--- src/ipsel_pkg.sv ---
// Package of constants for the interrupt priority select block
package ipsel_pkg;
  // ***************************************************
  // Register map and fields
  // ***************************************************
  localparam logic [7:0] IPSEL_PRIO_ADDR = 8'hb8;
  localparam logic [7:0] IPSEL_PRIO_RESET = 8'h80;
  localparam logic [7:0] IPSEL_PRIO_WMASK = 8'h7f;
  localparam int IPSEL_BIT_RSVD = 7;
  localparam int IPSEL_BIT_SPI = 6;
  localparam int IPSEL_BIT_T2 = 5;
  localparam int IPSEL_BIT_UART = 4;
  localparam int IPSEL_BIT_T1 = 3;
  localparam int IPSEL_BIT_EX1 = 2;
  localparam int IPSEL_BIT_T0 = 1;
  localparam int IPSEL_BIT_EX0 = 0;
  localparam int IPSEL_NSRC = 7;
  // Bit-addressable SFR bit addresses: base 0xb8 plus bit number
  localparam logic [4:0] IPSEL_BITADDR_BASE = 5'h17;
  localparam logic [2:0] IPSEL_NO_SRC = 3'h7;
endpackage

--- src/ipsel_arbiter.sv ---
// Priority arbiter that picks one pending source by level and index
`timescale 1ns/100ps
module ipsel_arbiter
  import ipsel_pkg::*;
(
  input wire logic [6:0] pending_in,
  input wire logic [6:0] high_level_in,
  input wire logic [1:0] active_levels_in,
  output logic grant_valid_out,
  output logic [2:0] grant_index_out,
  output logic grant_high_out
);
  // Lowest index wins within a level, as in the fixed polling order
  function automatic logic [2:0] ipsel_first(input logic [6:0] req);
    logic [2:0] idx;
    idx = IPSEL_NO_SRC;
    for (int i = IPSEL_NSRC - 1; i >= 0; i--) begin
      if (req[i]) begin
        idx = 3'(i);
      end
    end
    return idx;
  endfunction

  logic [6:0] high_req;
  logic [6:0] low_req;
  logic high_ok;
  logic low_ok;

  always_comb begin
    high_req = pending_in & high_level_in;
    low_req = pending_in & ~high_level_in;
    // High preempts low but nothing preempts a high service
    high_ok = (|high_req) && !active_levels_in[1]; // [RULE_11]
    low_ok = (|low_req) && (active_levels_in == 2'b00);
    grant_valid_out = high_ok || low_ok;
    grant_high_out = high_ok;
    if (high_ok) begin
      grant_index_out = ipsel_first(high_req); // [RULE_11]
    end else if (low_ok) begin
      grant_index_out = ipsel_first(low_req);
    end else begin
      grant_index_out = IPSEL_NO_SRC;
    end
  end
endmodule

--- src/ipsel_top.sv ---
// Interrupt priority select register with its level arbitration
`timescale 1ns/100ps
// What this block does
// RULE_01 - The priority register is eight bits at SFR address 0xb8 and takes byte and single-bit accesses.
// RULE_02 - Software keeps bit 7 at one when writing; the block makes it read-only.
// RULE_03 - Bit 6 gives the SPI interrupt low level when clear and high level when set.
// RULE_04 - Bit 5 gives the second timer interrupt low level when clear and high level when set.
// RULE_05 - Bit 4 gives the UART interrupt low level when clear and high level when set.
// RULE_06 - Bit 3 gives the timer one interrupt low level when clear and high level when set.
// RULE_07 - Bit 2 gives external interrupt one low level when clear and high level when set.
// RULE_08 - Bit 1 gives the timer zero interrupt low level when clear and high level when set.
// RULE_09 - Bit 0 gives external interrupt zero low level when clear and high level when set.
// RULE_10 - After reset all seven level bits read zero and bit 7 reads one.
// RULE_11 - A pending high-level request is served before low ones and may preempt a low-level service.
module ipsel_top
  import ipsel_pkg::*;
(
  input wire logic clk_in,
  input wire logic reset_n_in,
  input wire logic [7:0] sfr_addr_in,
  input wire logic sfr_wr_in,
  input wire logic [7:0] sfr_wdata_in,
  input wire logic bit_wr_in,
  input wire logic [7:0] bit_addr_in,
  input wire logic bit_wdata_in,
  input wire logic [6:0] pending_in,
  input wire logic irq_ack_in,
  input wire logic reti_in,
  output logic [7:0] sfr_rdata_out,
  output logic bit_rdata_out,
  output logic spi_irq_high_level_out,
  output logic timer_two_irq_high_level_out,
  output logic uart_irq_high_level_out,
  output logic timer_one_irq_high_level_out,
  output logic ext_irq_one_high_level_out,
  output logic timer_zero_irq_high_level_out,
  output logic ext_irq_zero_high_level_out,
  output logic grant_valid_out,
  output logic [2:0] grant_index_out,
  output logic grant_high_out
);
  // ***************************************************
  // State
  // ***************************************************
  typedef struct packed {
    logic [7:0] interrupt_priority_levels;
    logic [1:0] active_levels;
  } ipsel_state_s;

  ipsel_state_s state;
  ipsel_state_s next_state;
  logic byte_hit;
  logic bit_hit;
  logic [2:0] bit_sel;
  logic arb_valid;
  logic arb_high;
  logic [2:0] arb_index;

  // ***************************************************
  // Decode and register update
  // ***************************************************
  always_comb begin
    next_state = state;
    byte_hit = (sfr_addr_in == IPSEL_PRIO_ADDR); // [RULE_01]
    bit_hit = (bit_addr_in[7:3] == IPSEL_BITADDR_BASE); // [RULE_01]
    bit_sel = bit_addr_in[2:0];
    if (sfr_wr_in && byte_hit) begin
      // Bit 7 is forced high whatever software writes
      next_state.interrupt_priority_levels = (sfr_wdata_in & IPSEL_PRIO_WMASK) | IPSEL_PRIO_RESET; // [RULE_02]
    end else if (bit_wr_in && bit_hit && (bit_sel != 3'(IPSEL_BIT_RSVD))) begin
      next_state.interrupt_priority_levels[bit_sel] = bit_wdata_in; // [RULE_01] [RULE_02]
    end
    // Level stack: a return pops the top level first and an ack then pushes the granted one,
    // so an ack in the same cycle as a return is never lost
    if (reti_in) begin
      if (state.active_levels[1]) begin
        next_state.active_levels[1] = 1'b0;
      end else begin
        next_state.active_levels[0] = 1'b0;
      end
    end
    if (irq_ack_in && arb_valid) begin
      if (arb_high) begin
        next_state.active_levels[1] = 1'b1; // [RULE_11]
      end else begin
        next_state.active_levels[0] = 1'b1;
      end
    end
  end

  always_ff @(posedge clk_in or negedge reset_n_in) begin
    if (!reset_n_in) begin
      state.interrupt_priority_levels <= IPSEL_PRIO_RESET; // [RULE_10]
      state.active_levels <= 2'b00;
    end else begin
      state <= next_state;
    end
  end

  // ***************************************************
  // Outputs
  // ***************************************************
  assign sfr_rdata_out = state.interrupt_priority_levels;
  assign bit_rdata_out = state.interrupt_priority_levels[bit_sel];
  assign spi_irq_high_level_out = state.interrupt_priority_levels[IPSEL_BIT_SPI]; // [RULE_03]
  assign timer_two_irq_high_level_out = state.interrupt_priority_levels[IPSEL_BIT_T2]; // [RULE_04]
  assign uart_irq_high_level_out = state.interrupt_priority_levels[IPSEL_BIT_UART]; // [RULE_05]
  assign timer_one_irq_high_level_out = state.interrupt_priority_levels[IPSEL_BIT_T1]; // [RULE_06]
  assign ext_irq_one_high_level_out = state.interrupt_priority_levels[IPSEL_BIT_EX1]; // [RULE_07]
  assign timer_zero_irq_high_level_out = state.interrupt_priority_levels[IPSEL_BIT_T0]; // [RULE_08]
  assign ext_irq_zero_high_level_out = state.interrupt_priority_levels[IPSEL_BIT_EX0]; // [RULE_09]

  ipsel_arbiter u_arb (
    .pending_in(pending_in),
    .high_level_in(state.interrupt_priority_levels[6:0]),
    .active_levels_in(state.active_levels),
    .grant_valid_out(arb_valid),
    .grant_index_out(arb_index),
    .grant_high_out(arb_high)
  );
  assign grant_valid_out = arb_valid;
  assign grant_index_out = arb_index;
  assign grant_high_out = arb_high;
endmodule

--- config.mk ---
export PLATFORM = sky130hd
export DESIGN_NAME = ipsel_top
export DESIGN_NICKNAME = d
export VERILOG_FILES = /design/src/ipsel_pkg.sv /design/src/ipsel_arbiter.sv /design/src/ipsel_top.sv
export SDC_FILE = /design/constraint.sdc
export NUM_CORES = 1
export LEC_CHECK = 0
export ABC_AREA = 1
export BUFFER_PORTS_ARGS = -buffer_cell sky130_fd_sc_hd__buf_2
export CORE_MARGIN = 3
export CORE_UTILIZATION = 40
export CTS_BUF_LIST = sky130_fd_sc_hd__clkbuf_4
export DETAILED_ROUTE_END_ITERATION = 8
export PLACE_DENSITY = 0.75
export SKIP_LAST_GASP = 1
export SYNTH_ARGS = -nofsm -noshare
export SYNTH_HDL_FRONTEND = slang
export SYNTH_SLANG_ARGS = --single-unit
--- constraint.sdc ---
create_clock -name clk_in -period 1.09 [get_ports clk_in]
set_clock_uncertainty 0.05 [all_clocks]
set_input_delay 0.0545 -clock clk_in [delete_from_list [all_inputs] [get_ports clk_in]]
set_output_delay 0.0545 -clock clk_in [all_outputs]
set_load 0.005 [all_outputs]
Word-level counts from Yosys, hierarchy flattened --
Cells that the tools add are included.
Word-level totals: flip-flop bits (word level) 10, input port bits 38, output and inout bits 21, logic and storage cells 51
Cells by class: $lt $le $gt $ge 2, eq/ne operators 3, muxes and demuxes 28, bitwise logic cells 3, reduce and logical (&&, ||, !) cells 13
Operators by type and width (count):
- 3-bit two-way mux | 10
- 8-bit two-way mux | 2
- 7-bit AND | 2
- 7-bit OR reduction | 2
- 2-bit two-way mux | 6
- 8-bit bitwise mux | 1
- 8-bit == test (second input constant) | 1
- 1-bit logical AND | 7
- 1-bit two-way mux | 7
- 7-bit inverter | 1
- 5-bit == test (second input constant) | 1
- 3-bit by 4-bit less-than comparator with 1-bit output (second input constant) | 1
- 1-bit binary-select mux with 3-bit select | 1
- 1-bit demux with 3-bit select | 1
- 3-bit by 1-bit >= comparator with 1-bit output (second input constant) | 1
- 3-bit inequality test (second input constant) | 1
- 2-bit zero test | 1
- 2-bit nonzero test | 1
- 1-bit zero test | 1
- 1-bit logical OR | 1

Logic depth before layout (Yosys ltp) --
Gate-level depths: netlist (run 1).
depth in word-level cells 11, mapped depth 9, gate-level depth less buffers 9

Cells and area by module --
A second synthesis (run 1) with hierarchy kept.
Second synthesis, totals: cell total of the unflattened synthesis 183, area total of the unflattened synthesis 1108.6 µm²
Modules (own cells, without submodules):
- ipsel_top | times used 1, cells an instance 121, area an instance 813.3 µm², sequential area each 251.5 µm²
- ipsel_arbiter | times used 1, cells an instance 62, area an instance 295.3 µm², sequential area each 0.0 µm²

Least setup slack after synthesis (run 1) --
OpenSTA, ideal clock, no wires.
path type register -> register, start reg state (netlist bit sfr_rdata_out[2]), end reg state[1] in the netlist's numbering, library setup time 126 ps, data arrival time 987 ps, required time 914 ps, path slack -74 ps, cell stages (with the launch flop) 9, buffers on the path 0, clock period less this slack 1164 ps, path through dfrtp_1 > nand2_2 > nand2_1 > nor2_2 > nand2_2 > nand2_4 > inv_2 > nand2_1 > o21ai_1
RTL lines:
- from (decl) | line ipsel_top.sv:50 | ipsel_state_s state;
- from (signal assigned) | line ipsel_top.sv:96 | state <= next_state;

Worst setup path after layout (run 1) --
start reg state (netlist bit sfr_rdata_out[1]), end out grant_index_out[0]
On the way: longest elaborated chain between the ends 6, elaborated cells between the ends (all ways) 13, those cells by class mux (6); bitwise (3); reduce/logical (4)
Ends and longest elaborated chain:
- 7-bit inverter | line ipsel_arbiter.sv:32 | low_req = pending_in & ~high_level_in;
- 7-bit AND | line ipsel_arbiter.sv:32
- 7-bit OR reduction / 3-bit two-way mux (equally long branches) | line ipsel_arbiter.sv:35, ipsel_arbiter.sv:18
- 1-bit logical AND / 3-bit two-way mux (equally long branches) | line ipsel_arbiter.sv:35, ipsel_arbiter.sv:18
- 3-bit two-way mux | line ipsel_arbiter.sv:40 | end else if (low_ok) begin
- 3-bit two-way mux (*) | line ipsel_arbiter.sv:38 | if (high_ok) begin
- to (decl) | line ipsel_top.sv:39 | output logic [2:0] grant_index_out,
Mark *: on every way between the ends. The rest lies on a longest branch, timed or not.

==> results by group, run 1 <==
Run status
  • Run status: complete, but fails checks
  • Violated checks: setup timing

Final layout
  • Final design area excluding fillers: 1717 sq um
  • Non-Filler Instances: 302
  • Final-stage net count: 311
  • Share of post-route cells with drive strength above 1: a little under half
  • Area Overhead vs Synth: 54.50%
  • Ant. Diodes: 0

STA
  • Portion of the clock cycle consumed by the worst path in the final layout: 141.9%
  • Max-slew headroom: 83.33%
  • Max-slew violations: 0
  • Number of setup violations in the final report: 10
  • Least-Margin Pin Slew: 248.7 ps
  • Final min period: 1546 ps
  • Fin. Hold Viols: 0
  • Achievable clock frequency: 646.6 MHz
  • Unrepaired setup endpoints after global routing: yes
  • Final WS setup: -456.4 ps

Critical path
  • Peak per-stage delay on the critical path: 410 ps
  • Startpoint kind of the worst setup timing path: register
  • Data required, critical path: 990 ps
  • Worst R2R End: state[0]
  • Type of the worst setup path: reg -> out
  • Critical Path Sink Type: primary output
  • Origin of the worst setup path: sfr_rdata_out[1]
  • CP arrival: 1440 ps
  • R2R setup slack: -300 ps
  • Cells traversed along the worst timing path: nand2_2 > nand2_2 > nor2_4 > nand2_2 > nand2_4 > nor2_1 > nand2_1 > nand3_1 > buf_2
  • Worst r2r path cells: 9
  • Critical R2R Launch: sfr_rdata_out[1]
  • Most frequent cell on the critical path: nand2_2
  • Cell with the largest stage delay on the worst path: dfrtp_1
  • Worst-path maximum fanout: 6

Place
  • Dpl cell area: 1531 sq um
  • HPWL reported at the end of detailed placement: approximately 2500 um
  • Number of input and output port buffers inserted: 57
  • Gp weighted congestion: 0.9001
  • Post-place setup slack: -192.5 ps
  • Cell total after placement: around 290

Synthesis
  • Proportion of synthesized chip area in sequential cells: about 23%
  • Synthesized netlist cell count: 187
  • Syn nets: 225
  • Warning count from the yosys run: 0
  • Mapped Avg Cell Area: 5.942 sq um
  • Library cell occupying the most area in the post-synthesis netlist: nand2_1
  • Total standard cell area after synthesis: 1111 sq um
  • Main area contributors after synthesis: nand2_1, dfrtp_1, inv_1
  • Commonest cells in the synthesized netlist: nand2_1, inv_1, nand3_1
  • Number of flip-flops and latches in the synthesized netlist: 10
  • Number of enable-type register cells in the synthesized netlist: 0
  • Flip-flop cell with the highest count after synthesis: dfrtp_1
  • Area share of the leading cell type in the synthesized netlist: 22.30%
  • Async set or reset register ratio after synthesis: 100.0%
  • Post-synth cell types: 23
  • Most frequent cell after synthesis: nand2_1

Drt
  • Post-route antenna net violation count: 0
  • Detailed Route WL: 3334 um
  • Number of iterations in the first detailed-routing pass: 4
  • Ratio of routed vias to standard cells: between 4 and 5
  • Total number of vias: 1447
  • Routed wire length per instance: 11.04 um
  • Number of design-rule violations left by the first detailed-router iteration: 53
  • Post-route DRC: 0

Worst hold path
  • Number of cells on the worst hold path: 4
  • Worst min-delay path class: in -> reg
  • End point of the worst hold path: sfr_rdata_out[7]
  • Worst min-delay path startpoint: sfr_addr_in[6]

Clocking
  • Number of sinks on the clock net: 10
  • Worst-Skew Late Latency: 260 ps
  • Clk buf depth: 2
  • Clock-pin slew of the registers on the worst-case setup and hold paths: approximately 70 ps
  • CTS Buf Count: 3
  • H-tree Lvls: 1
  • CTS root buffer: clkbuf_4
  • CTS tree: yes

Global routing
  • Largest net degree at the start of global routing: 11
  • Initial antenna violation count: 0
  • Via count of the first global-routing pass: 1318
  • Gr ovfl total: 0
  • Global-route layer with the greatest usage: met2
  • Met2 Resource Use GR: 35.09%
  • Met3 Resource Use GR: 2.632%
  • Global-route total usage across every layer: 19.74%
  • GR Layer Usage met1: 23.55%
  • Global-route wire length before repair: roughly 5300 um

Run
  • Max-cap violation count: 0

Die
  • Die Width: 58.71 um
  • Boundary Pins: 59
  • Die height: 58.71 um
  • Total Die Area: roughly 3400 sq um
  • Number of core rows: 18
  • Core Area: around 2600 sq um
  • Starting density of the core: 43.27%

Power
  • Worst IR drop on VDD: 0.8263 mV
  • Total leakage power: 0.9821 nW
  • Power per standard cell area: 846.0 nW/um^2
  • Total power draw: 1.452 mW
-- what timing repair did --
action / in CTS / in global routing
pin swaps: 4 / 5
hold buffers: 6 / 1
buffers inserted: 5 / 1
endpoints found under the hold margin: 15 / 1
resized for setup: 6 / 9
endpoints found under the setup margin: 8 / 12
-- logic make-up (layout without fill, tap and decap cells) --
kind of cell	after synthesis	after routing	share of synthesized area [%]
and+or+nand+nor	122	122	53.27
buffers and inverters	37	122	15.20
AOI/OAI and AO/OA	18	18	8.897
DFF	10	10	22.64
-- how the worst max path moves through the flow --
stage / endpoint / cells after the start
floorplan: state[1] / 8
global placement: grant_index_out[0] / 9
detailed placement: grant_index_out[1] / 9
CTS: grant_index_out[0] / 9
global route: grant_index_out[0] / 9
finish: grant_index_out[0] / 9
-- layout by cell type, fill, tap and decap left out, drive strengths merged --
master	netlist	routed
a31oi	2	2
nand2	75	75
nand4	2	2
nand3	24	24
buf	8	82
inv	27	27
o31ai	1	1
o22ai	1	1
o21ai	11	11
or2	2	2
dfstp	1	1
nor2	16	16
a21boi	1	1
clkbuf	0	4
clkinv	2	2
nor3	3	3
dfrtp	9	9
a21oi	2	2
dlygate4sd3	0	7
-- layer usage --
| metal | share of wire, % | routed length (um) | vias up |
|---|---|---|---|
| met5 | 0 | 0 | - |
| met4 | 2.1 | 70 | 0 |
| met3 | 5.2 | 173 | 6 |
| met2 | 50 | 1680 | 41 |
| met1 | 42 | 1410 | 643 |
| li1 | - | - | 757 |
-- worst max-delay path: cells and delay by family (launching register included) --
kind,cells,cell delay (ps)
DFF,1,410
buffers and inverters,1,120
and+or+nand+nor,8,650
-- layout make-up --
| cell class | instances | area [sq um] |
|---|---|---|
| Timing Repair Buffer | 89 | 553.0 |
| Clock buffer | 4 | 30.03 |
| Multi-Input combinational cell | 140 | 733.2 |
| Fill cell | 250 | 850.8 |
| Sequential cell | 10 | 251.5 |
| Inverter | 29 | 111.4 |
| Tap cell | 30 | 37.54 |
-- sequential cells by signal, summed over array words and instances (netlist names) --
register	count
sfr_rdata_out	8
state	2
-- report_power, final --
group	total, mW	internal (mW)	switching, mW
Clock	0.281	0.166	0.116
Combinational	0.721	0.354	0.368
Sequential	0.449	0.410	0.0394
-- per-stage QoR --
stage,hold slack (ps),util (%),setup TNS (ps)
after floorplan,-291.1,-,-174.8
after global placement,-126.1,59.65,-684.6
after detailed placement,-125.9,59.65,-990.6
after CTS,3.983,65.11,-2782
after global routing,72.31,66.86,-4038
final,43.44,66.86,-3113
No activity file was read; power rests on OpenSTA's default activity.
==> run 2, diff against run 1 <==
Settings changed: PLACE_DENSITY 0.75 to 0.84, RECOVER_POWER set to 25.
==> run 2 against run 1 <==
- the run still ends with setup timing left
- combinational power rose by 14%
- cell count increased by 2.6%
- die area stayed put
- critical path depth shrank 1
- first-iteration DRC count up 62%
- worst hold slack lost 11 ps
- non-clock buffer count grew 8
- clock power is 8.5% higher
- worst setup slack lost 200 ps
- sequential power grew 2%
- sequential cell count is the same
- sequential share of layout area is 0.59 points lower
- largest cell class unchanged
==> results by group, run 2 (same netlist as run 1, synthesis figures left out) <==
Global routing
  • Initial antenna violation count: 0 (unchanged)
  • Largest net degree at the start of global routing: 11 (unchanged)
  • Via count of the first global-routing pass: 1351 (+2.5%)
  • Global-route wire length before repair: 5271 um (+0.13%)
  • Global-route total usage across every layer: 19.43% (-0.31 points)
  • Gr ovfl total: 0 (unchanged)

Clocking
  • Clk buf depth: 2 (unchanged)
  • Worst-Skew Late Latency: 280 ps (+20 ps)
  • H-tree Lvls: 1 (unchanged)
  • CTS tree: yes
  • Number of sinks on the clock net: 10 (unchanged)
  • CTS root buffer: clkbuf_4
  • Clock-pin slew of the registers on the worst-case setup and hold paths: 70 ps (about the same)
  • CTS Buf Count: 3 (unchanged)

Final layout
  • Share of post-route cells with drive strength above 1: 48.57% (+2.2 points)
  • Final design area excluding fillers: 1798 sq um (+4.7%)
  • Area taken by multi-input logic gates: 744.5 sq um (+1.5%)
  • Final-stage net count: 319 (+2.6%)
  • Most common cell after layout, fill and taps aside: nand2_1
  • Final-layout fill cell count: 198 (-21%)
  • Most used cells in the layout excluding fill and tap cells: nand2_1, buf_2, buf_4
  • Ant. Diodes: 0 (unchanged)
  • Area Overhead vs Synth: 61.82%
  • Storage cell area: 252.7 sq um (+0.50%)
  • Number of flip-flops in the largest register: 8 (unchanged)

Die
  • Boundary Pins: 59 (unchanged)
  • Number of core rows: 18 (unchanged)
  • Die Width: 58.71 um (unchanged)
  • Die height: 58.71 um (unchanged)
  • Core Area: 2567 sq um (unchanged)
  • Total Die Area: 3446 sq um (unchanged)
  • Starting density of the core: 43.27% (unchanged)

Worst hold path
  • Worst min-delay path class: in -> reg

STA
  • Worst hold slack after final layout: 32.92 ps (-10.52 ps)
  • Setup_tns: -4857 ps (-1744 ps)
  • Unrepaired setup endpoints after global routing: yes
  • Final WS setup: -656.1 ps (-199.7 ps)
  • Portion of the clock cycle consumed by the worst path in the final layout: 160.2% (+18 points)
  • Max-slew violations: 0 (unchanged)
  • Fin. Hold Viols: 0 (unchanged)
  • Least-Margin Pin Slew: 557.8 ps (+309.1 ps)
  • Achievable clock frequency: 572.7 MHz (-11%)
  • Number of setup violations in the final report: 12 (+2)
  • Final min period: 1746 ps (+199.7 ps)
  • Max-slew headroom: 62.81% (-21 points)

Run
  • Max-cap violation count: 0 (unchanged)

Power
  • Worst IR drop on VDD: 0.7489 mV (-9.4%)
  • Power per standard cell area: 880.8 nW/um^2 (+4.1%)
  • Total leakage power: 1.020 nW (+3.9%)

Drt
  • Detailed Route WL: 4050 um (+21%)
  • Total number of vias: 1557 (+7.6%)
  • Number of iterations in the first detailed-routing pass: 4 (unchanged)
  • Post-route antenna net violation count: 0 (unchanged)
  • Post-route DRC: 0 (unchanged)
  • Number of design-rule violations left by the first detailed-router iteration: 86 (+62%)
  • Ratio of routed vias to standard cells: 5.023 (+4.8%)
  • Routed wire length per instance: 13.06 um (+18%)

Place
  • Number of input and output port buffers inserted: 57 (unchanged)
  • Dpl cell area: 1531 sq um (unchanged)
  • Gp weighted congestion: 0.8887 (-1.3%)
  • HPWL reported at the end of detailed placement: 2509 um (-1.1%)

Critical path
  • Buffers and inverters on the worst path: 1 (unchanged)
  • Most frequent cell on the critical path: nand2_2
  • CP arrival: 1640 ps (+200 ps)
  • Critical Path Sink Type: primary output
  • Startpoint kind of the worst setup timing path: register
  • Gate family responsible for the most delay along the worst path: simple AND/OR/NAND/NOR gates
  • Data required, critical path: 990 ps (about the same)
  • Cell with the largest stage delay on the worst path: dfrtp_1
  • Type of the worst setup path: reg -> out
  • Cells traversed along the worst timing path: nand2_2 > nand2_2 > nor2_2 > nand2_2 > a21boi_1 > nand2_1 > nand3_1 > buf_2
  • Worst-path maximum fanout: 4 (-2)
  • Peak per-stage delay on the critical path: 430 ps (+20 ps)

Run status
  • Violated checks: setup timing
  • Run status: complete, but fails checks
## run 2: tightest hold or removal path: stages
cell and delay, ps:
buf_2 80, nor2_1 40, nand3_2 110, nand2_1 60
## run 2: area by class of cell
type	count	share of cell area, %
multi-input cells	140	41.41
repair buffers	97	34.59
flip-flops and latches	10	14.06
inverters	29	6.193
well taps	30	2.088
clock buffers	4	1.670
## run 2: per-layer routing
metal / vias up / track usage (%) / part of all wire, %
met2: 71 / 35.09 / 52
met5: - / 0 / 0
li1: 765 / - / -
met1: 714 / 23.44 / 41
met4: 0 / 9.061 / 1.5
met3: 7 / 1.096 / 5.4
## run 2: final timing paths
path,startpoint,endpoint,slack (ps),cells after the start
min reg2reg,sfr_rdata_out[7],sfr_rdata_out[7],430,2
min,sfr_addr_in[6],sfr_rdata_out[7],30,4
min in group asynchronous,reset_n_in,state[1],220,2
max reg2reg,sfr_rdata_out[1],state[1],-470,10
max in group asynchronous,reset_n_in,sfr_rdata_out[3],380,2
max,sfr_rdata_out[1],grant_index_out[0],-660,8
## run 2: metrics by stage
stage | setup WS, ps | utilization, % | power, mW | instances
after floorplan | -67.71 | - | 0.7706 | 187
after global placement | -142.5 | 59.65 | 1.044 | 286
after detailed placement | -177.8 | 59.65 | 1.059 | 286
after CTS | -443.3 | 65.89 | 1.425 | 303
after global routing | -745.9 | 70.03 | 1.681 | 310
final | -656.1 | 70.03 | 1.584 | 310
## run 2: what timing repair did
item / 4_1_cts / 5_1_grt
pin swaps: 6 / 10
buffers inserted: 6 / 8
setup endpoints to repair: 8 / 14
resized for setup: 6 / 14
endpoints found under the hold margin: 16 / 0
hold buffers: 7 / 0
## run 2: power breakdown
| part | internal [mW] | leakage [nW] | switching [mW] | total (mW) |
|---|---|---|---|---|
| clock | 0.167 | 0.0184 | 0.138 | 0.305 |
| sequential | 0.411 | 0.115 | 0.0465 | 0.457 |
| combinational | 0.409 | 0.887 | 0.413 | 0.822 |
